[config.mk]
export PLATFORM = sky130hd
export DESIGN_NAME = cmp_pwm_top
export DESIGN_NICKNAME = d
export VERILOG_FILES = /design/src/common/cmp_pkg.sv /design/src/design/cmp_axil_slave.sv /design/src/design/cmp_dead_time.sv /design/src/design/cmp_pwm_top.sv
export VERILOG_INCLUDE_DIRS = /design/src /design/src/common
export SDC_FILE = /design/constraint.sdc
export NUM_CORES = 1
export LEC_CHECK = 0
export BUFFER_PORTS_ARGS = -buffer_cell sky130_fd_sc_hd__buf_2
export CORE_UTILIZATION = 43
export CTS_BUF_LIST = sky130_fd_sc_hd__clkbuf_8
export DETAILED_ROUTE_END_ITERATION = 10
export GPL_ROUTABILITY_DRIVEN = 1
export PLACE_DENSITY = 0.56
export SYNTH_ARGS = -nofsm -noshare
export SYNTH_HDL_FRONTEND = slang
export SYNTH_SLANG_ARGS = --single-unit
[constraint.sdc]
create_clock -name aclk -period 10.32 [get_ports aclk]
set_clock_uncertainty 0.05 [all_clocks]
set_input_delay 1.032 -clock aclk [delete_from_list [all_inputs] [get_ports aclk]]
set_output_delay 1.032 -clock aclk [all_outputs]
set_load 0.01 [all_outputs]
[src/common/cmp_regs.svh]
// register offsets, field positions, reset values for the motor pwm block
// assumes a 32-bit axi4-lite slave with an 8-bit byte address
//
// Contract
// - center modes count up then down alternately; edge mode counts up only
// - alignment field 00 selects edge-aligned counting
// - field 01 flags compares only counting down; 10 only counting up
// - field 11 flags compares in both counting directions
// - counting up: channel 1 inactive below compare, active otherwise
// - counting down: channel 1 active above compare, inactive otherwise
// - break enabled with polarity; no automatic output re-enable after break
// - idle levels for high and low outputs, then outputs enabled
// - inverted overcurrent comparator drives break input; low forces outputs off
// - channel four compare event triggers current-sampling converter, rising edge
`ifndef CMP_REGS_SVH
`define CMP_REGS_SVH

`define CMP_OFF_CTRL      8'h00
`define CMP_OFF_PERIOD    8'h04
`define CMP_OFF_CMP1      8'h08
`define CMP_OFF_DEAD      8'h18
`define CMP_OFF_REP       8'h1C
`define CMP_OFF_IDLE      8'h20
`define CMP_OFF_STATUS    8'h24
`define CMP_OFF_MASK      8'h28
`define CMP_OFF_COUNT     8'h2C

`define CMP_CTRL_MOE_BIT  3
`define CMP_ST_UPD_BIT    0
`define CMP_ST_CC1_BIT    1
`define CMP_ST_BRK_BIT    5
`define CMP_ST_W          6

`define CMP_RESP_OKAY     2'h0
`define CMP_RESP_SLVERR   2'h2
`define CMP_PERIOD_RST    16'hFFFF
`define CMP_DEAD_RST      8'h10

`endif

[src/common/cmp_pkg.sv]
// types shared by the motor pwm block
// assumes nothing beyond a systemverilog compiler
`default_nettype none
package cmp_pkg;

  // counting alignment field, values 0..3 in declaration order
  typedef enum logic [1:0] {ALIGN_EDGE, ALIGN_CENTER1, ALIGN_CENTER2, ALIGN_CENTER3} cmp_align_type;

  // control bits software owns (output enable lives apart, hardware clears it)
  typedef struct packed {
    logic          auto_out_en;
    logic          brk_pol;
    logic          brk_en;
    cmp_align_type align;
    logic          counter_run_enable;
  } cmp_ctrl_type;

  // one register write as the bus slave delivers it
  typedef struct packed {
    logic [7:0]  addr;
    logic [31:0] data;
    logic [3:0]  strb;
  } cmp_wr_type;

endpackage
`default_nettype wire

[src/design/cmp_axil_slave.sv]
// axi4-lite slave front end: turns bus transfers into single-cycle register writes/reads
// assumes the register file answers rd_data/rd_hit combinationally from rd_addr
`include "cmp_regs.svh"
`default_nettype none
module cmp_axil_slave
(
  input  wire logic              aclk,
  input  wire logic              aresetn,
  input  wire logic [7:0]        awaddr,
  input  wire logic              awvalid,
  output var  logic              awready,
  input  wire logic [31:0]       wdata,
  input  wire logic [3:0]        wstrb,
  input  wire logic              wvalid,
  output var  logic              wready,
  output var  logic [1:0]        bresp,
  output var  logic              bvalid,
  input  wire logic              bready,
  input  wire logic [7:0]        araddr,
  input  wire logic              arvalid,
  output var  logic              arready,
  output var  logic [31:0]       rdata,
  output var  logic [1:0]        rresp,
  output var  logic              rvalid,
  input  wire logic              rready,
  output var  cmp_pkg::cmp_wr_type wr,
  output var  logic              wr_fire,
  input  wire logic              wr_hit,
  output var  logic [7:0]        rd_addr,
  input  wire logic [31:0]       rd_data,
  input  wire logic              rd_hit
);
  import cmp_pkg::*;

  logic       aw_got_reg;
  logic       w_got_reg;
  logic [7:0] aw_addr_reg;
  logic [31:0] w_data_reg;
  logic [3:0] w_strb_reg;
  logic       aw_hs;
  logic       w_hs;
  logic       ar_hs;
  logic       have_aw;
  logic       have_w;
  logic       aw_got_next;
  logic       w_got_next;
  logic       bvalid_next;
  logic       rvalid_next;

  // handshakes; address and data may arrive in either order
  always_comb
  begin
    aw_hs       = awvalid && awready;
    w_hs        = wvalid && wready;
    ar_hs       = arvalid && arready;
    have_aw     = aw_got_reg || aw_hs;
    have_w      = w_got_reg || w_hs;
    wr_fire     = have_aw && have_w;
    aw_got_next = have_aw && !wr_fire;
    w_got_next  = have_w && !wr_fire;
    bvalid_next = wr_fire || (bvalid && !bready);
    rvalid_next = ar_hs || (rvalid && !rready);
    wr.addr     = aw_hs ? awaddr : aw_addr_reg;
    wr.data     = w_hs ? wdata : w_data_reg;
    wr.strb     = w_hs ? wstrb : w_strb_reg;
    rd_addr     = araddr;
  end

  // write channel state; readies registered so they come from flops
  always_ff @(posedge aclk)
  begin
    if (!aresetn)
    begin
      aw_got_reg  <= 1'b0;
      w_got_reg   <= 1'b0;
      aw_addr_reg <= 8'h00;
      w_data_reg  <= 32'h0;
      w_strb_reg  <= 4'h0;
      awready     <= 1'b0;
      wready      <= 1'b0;
      bvalid      <= 1'b0;
      bresp       <= `CMP_RESP_OKAY;
    end
    else
    begin
      aw_got_reg <= aw_got_next;
      w_got_reg  <= w_got_next;
      if (aw_hs)
        aw_addr_reg <= awaddr;
      if (w_hs)
      begin
        w_data_reg <= wdata;
        w_strb_reg <= wstrb;
      end
      awready <= !aw_got_next && !bvalid_next;
      wready  <= !w_got_next && !bvalid_next;
      bvalid  <= bvalid_next;
      if (wr_fire)
        bresp <= wr_hit ? `CMP_RESP_OKAY : `CMP_RESP_SLVERR;
    end
  end

  // read channel: one read outstanding, data captured at address handshake
  always_ff @(posedge aclk)
  begin
    if (!aresetn)
    begin
      arready <= 1'b0;
      rvalid  <= 1'b0;
      rdata   <= 32'h0;
      rresp   <= `CMP_RESP_OKAY;
    end
    else
    begin
      arready <= !rvalid_next;
      rvalid  <= rvalid_next;
      if (ar_hs)
      begin
        rdata <= rd_hit ? rd_data : 32'h0;
        rresp <= rd_hit ? `CMP_RESP_OKAY : `CMP_RESP_SLVERR;
      end
    end
  end

endmodule // cmp_axil_slave
`default_nettype wire

[src/design/cmp_dead_time.sv]
// dead-time generator for one complementary pair
// assumes ref_in is a registered or stable level in the aclk domain
`default_nettype none
module cmp_dead_time
#(
  parameter int DT_W = 8
)
(
  input  wire logic            aclk,
  input  wire logic            aresetn,
  input  wire logic            ref_in,
  input  wire logic [DT_W-1:0] dead,
  output var  logic            high_out,
  output var  logic            low_out
);
  import cmp_pkg::*;

  logic            prev_reg;
  logic [DT_W-1:0] cnt_reg;

  // any edge of the reference drops both sides, then waits dead cycles
  always_ff @(posedge aclk)
  begin
    if (!aresetn)
    begin
      prev_reg <= 1'b0;
      cnt_reg  <= '0;
      high_out <= 1'b0;
      low_out  <= 1'b0;
    end
    else
    begin
      prev_reg <= ref_in;
      if (ref_in != prev_reg)
      begin
        cnt_reg  <= dead;
        high_out <= 1'b0;
        low_out  <= 1'b0;
      end
      else if (cnt_reg != '0)
        cnt_reg <= cnt_reg - 1'b1;
      else
      begin
        high_out <= ref_in;
        low_out  <= !ref_in;
      end
    end
  end
endmodule // cmp_dead_time
`default_nettype wire

[src/design/cmp_pwm_top.sv]
// three-phase center-aligned pwm generator with break, dead time and adc trigger
// assumes an axi4-lite master on aclk and a gate driver on the pwm pins
`include "cmp_regs.svh"
`default_nettype none
module cmp_pwm_top
#(
  parameter int CNT_W  = 16,
  parameter int PHASES = 3,
  parameter int DT_W   = 8,
  parameter int REP_W  = 8
)
(
  input  wire logic              aclk,
  input  wire logic              aresetn,
  input  wire logic [7:0]        awaddr,
  input  wire logic              awvalid,
  output var  logic              awready,
  input  wire logic [31:0]       wdata,
  input  wire logic [3:0]        wstrb,
  input  wire logic              wvalid,
  output var  logic              wready,
  output var  logic [1:0]        bresp,
  output var  logic              bvalid,
  input  wire logic              bready,
  input  wire logic [7:0]        araddr,
  input  wire logic              arvalid,
  output var  logic              arready,
  output var  logic [31:0]       rdata,
  output var  logic [1:0]        rresp,
  output var  logic              rvalid,
  input  wire logic              rready,
  input  wire logic              overcurrent_comparator,
  output var  logic [PHASES-1:0] pwm_high,
  output var  logic [PHASES-1:0] pwm_low,
  output var  logic              adc_trigger,
  output var  logic              irq
);
  import cmp_pkg::*;

  localparam int NCH = 4;

  cmp_wr_type              wr;
  logic                    wr_fire;
  logic                    wr_hit;
  logic [7:0]              rd_addr;
  logic [31:0]             rd_data;
  logic                    rd_hit;
  cmp_ctrl_type            ctrl_reg;
  logic                    moe_reg;
  logic [CNT_W-1:0]        period_reg;
  logic [CNT_W-1:0]        cmp_pre_reg [NCH];
  logic [CNT_W-1:0]        cmp_act_reg [NCH];
  logic [DT_W-1:0]         dead_reg;
  logic [REP_W-1:0]        rep_reg;
  logic [REP_W-1:0]        rep_cnt_reg;
  logic [2*PHASES-1:0]     idle_reg;
  logic [`CMP_ST_W-1:0]    status_reg;
  logic [`CMP_ST_W-1:0]    mask_reg;
  logic [`CMP_ST_W-1:0]    status_next;
  logic [CNT_W-1:0]        cnt_reg;
  logic                    dir_down_reg;
  logic                    run;
  logic                    wrap;
  logic                    upd;
  logic                    break_input;
  logic                    brk_evt;
  logic                    ctrl_wr;
  logic [31:0]             ctrl_merged;
  logic                    out_en;
  logic [NCH-1:0]          cc_evt;
  logic [PHASES-1:0]       pwm_ref;
  logic [PHASES-1:0]       dt_high;
  logic [PHASES-1:0]       dt_low;

  // byte-lane merge of a bus write into an existing word
  function automatic logic [31:0] wmerge(input logic [31:0] old, input logic [31:0] data, input logic [3:0] strb);
    logic [31:0] res;
    res = old;
    for (int b = 0; b < 4; b++)
      if (strb[b])
        res[8*b +: 8] = data[8*b +: 8];
    return res;
  endfunction

  // may a compare match raise its flag in this alignment and direction
  function automatic logic cc_allowed(input cmp_align_type align, input logic down);
    logic ok;
    unique case (align)
      ALIGN_EDGE:    ok = 1'b1;
      ALIGN_CENTER1: ok = down;
      ALIGN_CENTER2: ok = !down;
      ALIGN_CENTER3: ok = 1'b1;
    endcase
    return ok;
  endfunction

  // byte address of compare register n
  function automatic logic [7:0] cmp_addr(input int n);
    return 8'(`CMP_OFF_CMP1 + 4 * n);
  endfunction

  cmp_axil_slave u_bus
  (
    .aclk    (aclk),
    .aresetn (aresetn),
    .awaddr  (awaddr),
    .awvalid (awvalid),
    .awready (awready),
    .wdata   (wdata),
    .wstrb   (wstrb),
    .wvalid  (wvalid),
    .wready  (wready),
    .bresp   (bresp),
    .bvalid  (bvalid),
    .bready  (bready),
    .araddr  (araddr),
    .arvalid (arvalid),
    .arready (arready),
    .rdata   (rdata),
    .rresp   (rresp),
    .rvalid  (rvalid),
    .rready  (rready),
    .wr      (wr),
    .wr_fire (wr_fire),
    .wr_hit  (wr_hit),
    .rd_addr (rd_addr),
    .rd_data (rd_data),
    .rd_hit  (rd_hit)
  );

  // break, period wrap, update event and compare events
  always_comb
  begin
    run         = ctrl_reg.counter_run_enable;
    break_input = !overcurrent_comparator;
    brk_evt     = ctrl_reg.brk_en && (break_input == ctrl_reg.brk_pol);
    ctrl_wr     = wr_fire && wr.addr == `CMP_OFF_CTRL;
    ctrl_merged = wmerge({25'h0, ctrl_reg[5:3], moe_reg, ctrl_reg[2:0]}, wr.data, wr.strb); // moe sits at bit 3
    out_en      = moe_reg && !brk_evt;
    if (ctrl_reg.align == ALIGN_EDGE)
      wrap = run && cnt_reg >= period_reg;
    else
      wrap = run && (dir_down_reg ? cnt_reg == '0 : cnt_reg >= period_reg);
    upd = wrap && rep_cnt_reg == '0;
    for (int i = 0; i < NCH; i++)
      cc_evt[i] = run && cnt_reg == cmp_act_reg[i] && cc_allowed(ctrl_reg.align, dir_down_reg);
    // up: below compare is inactive; down: above compare is active
    for (int p = 0; p < PHASES; p++)
      pwm_ref[p] = dir_down_reg ? (cnt_reg > cmp_act_reg[p])
                                : !(cnt_reg < cmp_act_reg[p]);
  end

  // up/down counter; a stopped counter holds its value and direction
  always_ff @(posedge aclk)
  begin
    if (!aresetn)
    begin
      cnt_reg      <= '0;
      dir_down_reg <= 1'b0;
    end
    else if (run)
    begin
      if (ctrl_reg.align == ALIGN_EDGE)
      begin
        dir_down_reg <= 1'b0;
        cnt_reg      <= (cnt_reg >= period_reg) ? '0 : cnt_reg + 1'b1;
      end
      else if (!dir_down_reg)
      begin
        if (cnt_reg >= period_reg)
        begin
          dir_down_reg <= 1'b1;
          if (cnt_reg != '0)
            cnt_reg <= cnt_reg - 1'b1;
        end
        else
          cnt_reg <= cnt_reg + 1'b1;
      end
      else if (cnt_reg == '0)
      begin
        dir_down_reg <= 1'b0;
        cnt_reg      <= cnt_reg + 1'b1;
      end
      else
        cnt_reg <= cnt_reg - 1'b1;
    end
  end

  // repetition counter and compare shadow load; while running, duty only changes at update
  always_ff @(posedge aclk)
  begin
    if (!aresetn)
    begin
      rep_cnt_reg <= '0;
      for (int i = 0; i < NCH; i++)
        cmp_act_reg[i] <= '0;
    end
    else
    begin
      if (!run)
        rep_cnt_reg <= rep_reg;
      else if (wrap)
        rep_cnt_reg <= (rep_cnt_reg == '0) ? rep_reg : rep_cnt_reg - 1'b1;
      // stopped counter loads directly so the first period starts right
      if (upd || !run)
        for (int i = 0; i < NCH; i++)
          cmp_act_reg[i] <= cmp_pre_reg[i];
    end
  end

  // software register writes
  always_ff @(posedge aclk)
  begin
    if (!aresetn)
    begin
      ctrl_reg   <= '0;
      period_reg <= `CMP_PERIOD_RST;
      dead_reg   <= `CMP_DEAD_RST;
      rep_reg    <= '0;
      idle_reg   <= '0;
      mask_reg   <= '0;
      for (int i = 0; i < NCH; i++)
        cmp_pre_reg[i] <= '0;
    end
    else if (wr_fire)
    begin
      unique case (wr.addr)
        // alignment is expected to change only while stopped
        `CMP_OFF_CTRL:   ctrl_reg   <= cmp_ctrl_type'({ctrl_merged[6:4], ctrl_merged[2:0]});
        `CMP_OFF_PERIOD: period_reg <= CNT_W'(wmerge(32'(period_reg), wr.data, wr.strb));
        `CMP_OFF_DEAD:   dead_reg   <= DT_W'(wmerge(32'(dead_reg), wr.data, wr.strb));
        `CMP_OFF_REP:    rep_reg    <= REP_W'(wmerge(32'(rep_reg), wr.data, wr.strb));
        `CMP_OFF_IDLE:   idle_reg   <= (2*PHASES)'(wmerge(32'(idle_reg), wr.data, wr.strb));
        `CMP_OFF_MASK:   mask_reg   <= `CMP_ST_W'(wmerge(32'(mask_reg), wr.data, wr.strb));
        default:
        begin
          for (int i = 0; i < NCH; i++)
            if (wr.addr == cmp_addr(i))
              cmp_pre_reg[i] <= CNT_W'(wmerge(32'(cmp_pre_reg[i]), wr.data, wr.strb));
        end
      endcase
    end
  end

  // main output enable: break clears it and wins over software and update
  always_ff @(posedge aclk)
  begin
    if (!aresetn)
      moe_reg <= 1'b0;
    else if (brk_evt)
      moe_reg <= 1'b0;
    else if (ctrl_wr && wr.strb[0])
      moe_reg <= wr.data[`CMP_CTRL_MOE_BIT];
    else if (upd && ctrl_reg.auto_out_en)
      moe_reg <= 1'b1;
  end

  // sticky status, write one to clear; a new event beats the clear
  always_comb
  begin
    status_next = status_reg;
    if (wr_fire && wr.addr == `CMP_OFF_STATUS && wr.strb[0])
      status_next = status_next & ~wr.data[`CMP_ST_W-1:0];
    status_next[`CMP_ST_UPD_BIT] = status_next[`CMP_ST_UPD_BIT] | upd;
    status_next[`CMP_ST_CC1_BIT +: NCH] = status_next[`CMP_ST_CC1_BIT +: NCH] | cc_evt;
    status_next[`CMP_ST_BRK_BIT] = status_next[`CMP_ST_BRK_BIT] | brk_evt;
  end

  always_ff @(posedge aclk)
  begin
    if (!aresetn)
    begin
      status_reg  <= '0;
      irq         <= 1'b0;
      adc_trigger <= 1'b0;
    end
    else
    begin
      status_reg  <= status_next;
      irq         <= |(status_next & mask_reg);
      adc_trigger <= cc_evt[3];
    end
  end

  // dead-time pair per phase
  for (genvar p = 0; p < PHASES; p++)
  begin : g_phase
    cmp_dead_time #(.DT_W(DT_W)) u_dt
    (
      .aclk     (aclk),
      .aresetn  (aresetn),
      .ref_in   (pwm_ref[p]),
      .dead     (dead_reg),
      .high_out (dt_high[p]),
      .low_out  (dt_low[p])
    );
  end

  // pins: pwm pairs while enabled, programmed idle levels otherwise
  always_ff @(posedge aclk)
  begin
    if (!aresetn)
    begin
      pwm_high <= '0;
      pwm_low  <= '0;
    end
    else
    begin
      pwm_high <= out_en ? dt_high : idle_reg[PHASES-1:0];
      pwm_low  <= out_en ? dt_low : idle_reg[2*PHASES-1:PHASES];
    end
  end

  // read mux; count register shows live counter and direction
  always_comb
  begin
    rd_hit  = 1'b1;
    rd_data = 32'h0;
    unique case (rd_addr)
      `CMP_OFF_CTRL:   rd_data = {25'h0, ctrl_reg[5:3], moe_reg, ctrl_reg[2:0]};
      `CMP_OFF_PERIOD: rd_data = 32'(period_reg);
      `CMP_OFF_DEAD:   rd_data = 32'(dead_reg);
      `CMP_OFF_REP:    rd_data = 32'(rep_reg);
      `CMP_OFF_IDLE:   rd_data = 32'(idle_reg);
      `CMP_OFF_STATUS: rd_data = 32'(status_reg);
      `CMP_OFF_MASK:   rd_data = 32'(mask_reg);
      `CMP_OFF_COUNT:  rd_data = {15'h0, dir_down_reg, 16'(cnt_reg)};
      default:
      begin
        rd_hit = 1'b0;
        for (int i = 0; i < NCH; i++)
          if (rd_addr == cmp_addr(i))
          begin
            rd_hit  = 1'b1;
            rd_data = 32'(cmp_pre_reg[i]);
          end
      end
    endcase
    wr_hit = 1'b1;
    if (wr.addr > `CMP_OFF_MASK || wr.addr[1:0] != 2'h0)
      wr_hit = 1'b0;
  end
endmodule // cmp_pwm_top
`default_nettype wire

==> impl_metrics.ini <==
[grt]
grtUsageTotal_pct = 25.08
grt_max_degree = 84
grt-ovfl-total = 0
antenna_found_initial = 0
grt_pass1_wl_mm = 69.23
grt_pass1_vias = 11690

[final_layout]
fillers = 3413
syn_to_final_growth_pct = 11.69
finalNetCount = 1852
antenna_cells_inserted = 0
multi_input_area_sq_um = 7595
drive_above_1_share_pct = 12.27
seq_area_sq_um = 7347

[timing]
rsz0062_at_grt = no
layout_setup_ws_ns = 5.820
final-hold-violation-count = 0
slew_headroom_pct = 15.78
max_freq_ghz = 0.2222
period_needed_ns = 4.500
setup_viol = 0
tns_ns = 0
worst_pin_slew_ns = 1.260
period_share_pct = 43.60
report.final.slew_viol_count = 0

[cts]
cts.sinks = 303
clockBufferDepth = 3
cts_hold_buf = 0
cts_tree = built
cts_max_level = 2
clock_latency_ns = 0.65
cts_resized = 0
cts_root_buffer = clkbuf_8
numCtsBuffers = 52
cts_setup_buffers = 0
cts.clk_slew.worst_paths_ns = 0.06

[critical_path]
crit_path_max_fanout = 18
worst_ep_required_time_ns = 10.51
critPathKind = in -> reg
crit_path_max_incr_delay_ns = 1.07
cp-end-kind = flip-flop
critical_path.cell_chain = buf_2, and2_1, mux2i_2, nor3b_1, nand2_1, o21ai_0
worstSetupStartpointType = input pin
crit_arrival_ns = 4.69
slowest_stage = o21ai_0

[run_status]
violations = DRC
outcome = complete, but fails checks

[synth]
synth-seq-cells = 303
synth_edf_count = 128
synthTopCellsByCount = nor2_1, dfxtp_1, nand2_1
synth_top_area_share_pct = 24.50
synthCells = 1650
postSynthAreaPerCell_sq_um = 9.507
synthArstFlopShare_pct = 0
ys_types = 80
synth_area_leaders = edfxtp_1, dfxtp_1, ha_1
synth_area_sq_um = 15690
ys.flop_type = dfxtp_1
synth_top_area_cell = edfxtp_1
synth_most_common_cell = nor2_1
ys_seq_area_share_pct = 46.84
ys_warn_count = 0

[placement]
place.port_buffers = 73
pre_cts_ws_ns = 5.287
globalplace.congestion = 0.9133
dp_hpwl_mm = 32.71

[route]
post_drt_via_cell_ratio = 5.669
wl_mm = 46.28
drtIter0Drc = 1124
final_antenna_net_count = 0
drc_errors = 1
vias = 12600
drt-pass1-iter-count = 11
wl_per_cell_microns = 20.83

[power_and_ir_drop]
swShare_pct = 27.42
internal_power_w = 0.002145
power_frac_seq_pct = 46.4
power_density_nw_per_um2 = 168.7
power_leakage_nw = 7.388
clkPwrFrac_pct = 39.2
p_comb_share_pct = 14.4
irDropWorstVdd_mv = 0.1208
p_sw_w = 0.0008107

[floorplanning]
fp.dieW_microns = 193.0
num_io_pins = 109
fp.dieArea_sq_um = 37250
rows = 69
dieHeight_microns = 193.0
coreArea_sq_um = 35740
start_util_pct = 43.89

[job]
drv_cap = 0

[hold_path]
holdCritPathClass = reg -> reg
[cell type report]
cell class,instances,area share [%]
Clock buffer,70,5.499
Clock inverter,28,0.9355
Inverter,87,1.878
Multi-Input combinational cell,1176,43.35
Sequential cell,303,41.93
Tap cell,461,3.292
Timing Repair Buffer,97,3.114
[cell families after synthesis]
family	count (synthesis)	share of synthesized area (%)
AOI/OAI and AO/OA	331	14.61
xor gates and xnor gates	35	1.954
adders and majority gates	75	5.982
buffers and inverters	187	5.280
DFF	303	46.84
muxes	87	5.687
other	1	0.02391
and+or+nand+nor	631	19.62
[routing by layer]
metal	track usage [%]	wire length [microns]	up-vias
met2	38.16	20370	488
met3	5.466	3929	76
li1	-	-	6055
met1	34.63	20540	5977
met5	0	0	-
met4	9.946	1429	0
[power by group through the flow]
stage	combinational (W)	sequential [W]	clock [W]
after floorplan	0.000334	0.00138	0
after global placement	0.000414	0.00139	0
after detailed placement	0.000424	0.00140	0
after CTS	0.000428	0.00137	0.00119
after global routing	0.000483	0.00138	0.00124
final	0.000426	0.00137	0.00116
[worst paths after layout]
path | startpoint | to | slack [ns] | cells after the start
worst min register to register | u_bus.aw_addr_reg[7] | u_bus.aw_addr_reg[7] | 0.41 | 2
worst max-delay path | awvalid | cmp_pre_reg[3][10] | 5.82 | 6
worst min-delay path | u_bus.aw_addr_reg[7] | u_bus.aw_addr_reg[7] | 0.41 | 2
worst max register to register | u_bus.awready | cmp_pre_reg[3][10] | 5.92 | 5
[cells in the final DEF, fill, tap and decap left out, types with 7 or more instances in the layout]
cell and count:
o211ai_1 25, a21o_1 21, a211oi_1 16, o22ai_1 7, edfxtp_1 128, nor2_1 206
nand4_1 22, a22oi_1 27, o21ai_0 44, or3_1 15, nor2b_1 9, conb_1 17
inv_1 109, ha_1 75, dfxtp_1 175, nor4_1 12, clkbuf_8 70, nand3b_1 7
nand3_1 48, nand2b_1 12, buf_4 24, a222oi_1 12, mux2_2 14, and2_1 76
mux2i_1 72, or4_1 9, xnor2_1 13, nand2_1 144, buf_2 73, a221oi_1 12
a31oi_1 13, a21oi_1 86, nor3_1 34, xor2_1 22, o21a_1 7
[worst max-delay path, delay by kind of cell]
family	cells	cell delay (ns)
AO/OA/AOI/OAI	1	1.07
buffers and inverters	1	0.12
AND/OR/NAND/NOR	3	1.93
multiplexers	1	0.52
[metrics by stage]
stage / hold WS (ns) / power (W) / instances / area [sq um] / utilization, %
3_5_place_dp: 0.3976 / 0.001821 / 2124 / 16390 / 45.87
3_3_place_gp: 0.3928 / 0.001809 / 2124 / 16390 / 45.87
6_report: 0.4076 / 0.002956 / 2222 / 17520 / 49.02
5_1_grt: 0.4212 / 0.003104 / 2222 / 17520 / 49.02
4_1_cts: 0.4057 / 0.002987 / 2222 / 17520 / 49.02
2_1_floorplan: 0.3835 / 0.001711 / 1666 / 15750 / -
Note: power is estimated with default switching activity, not from simulation.
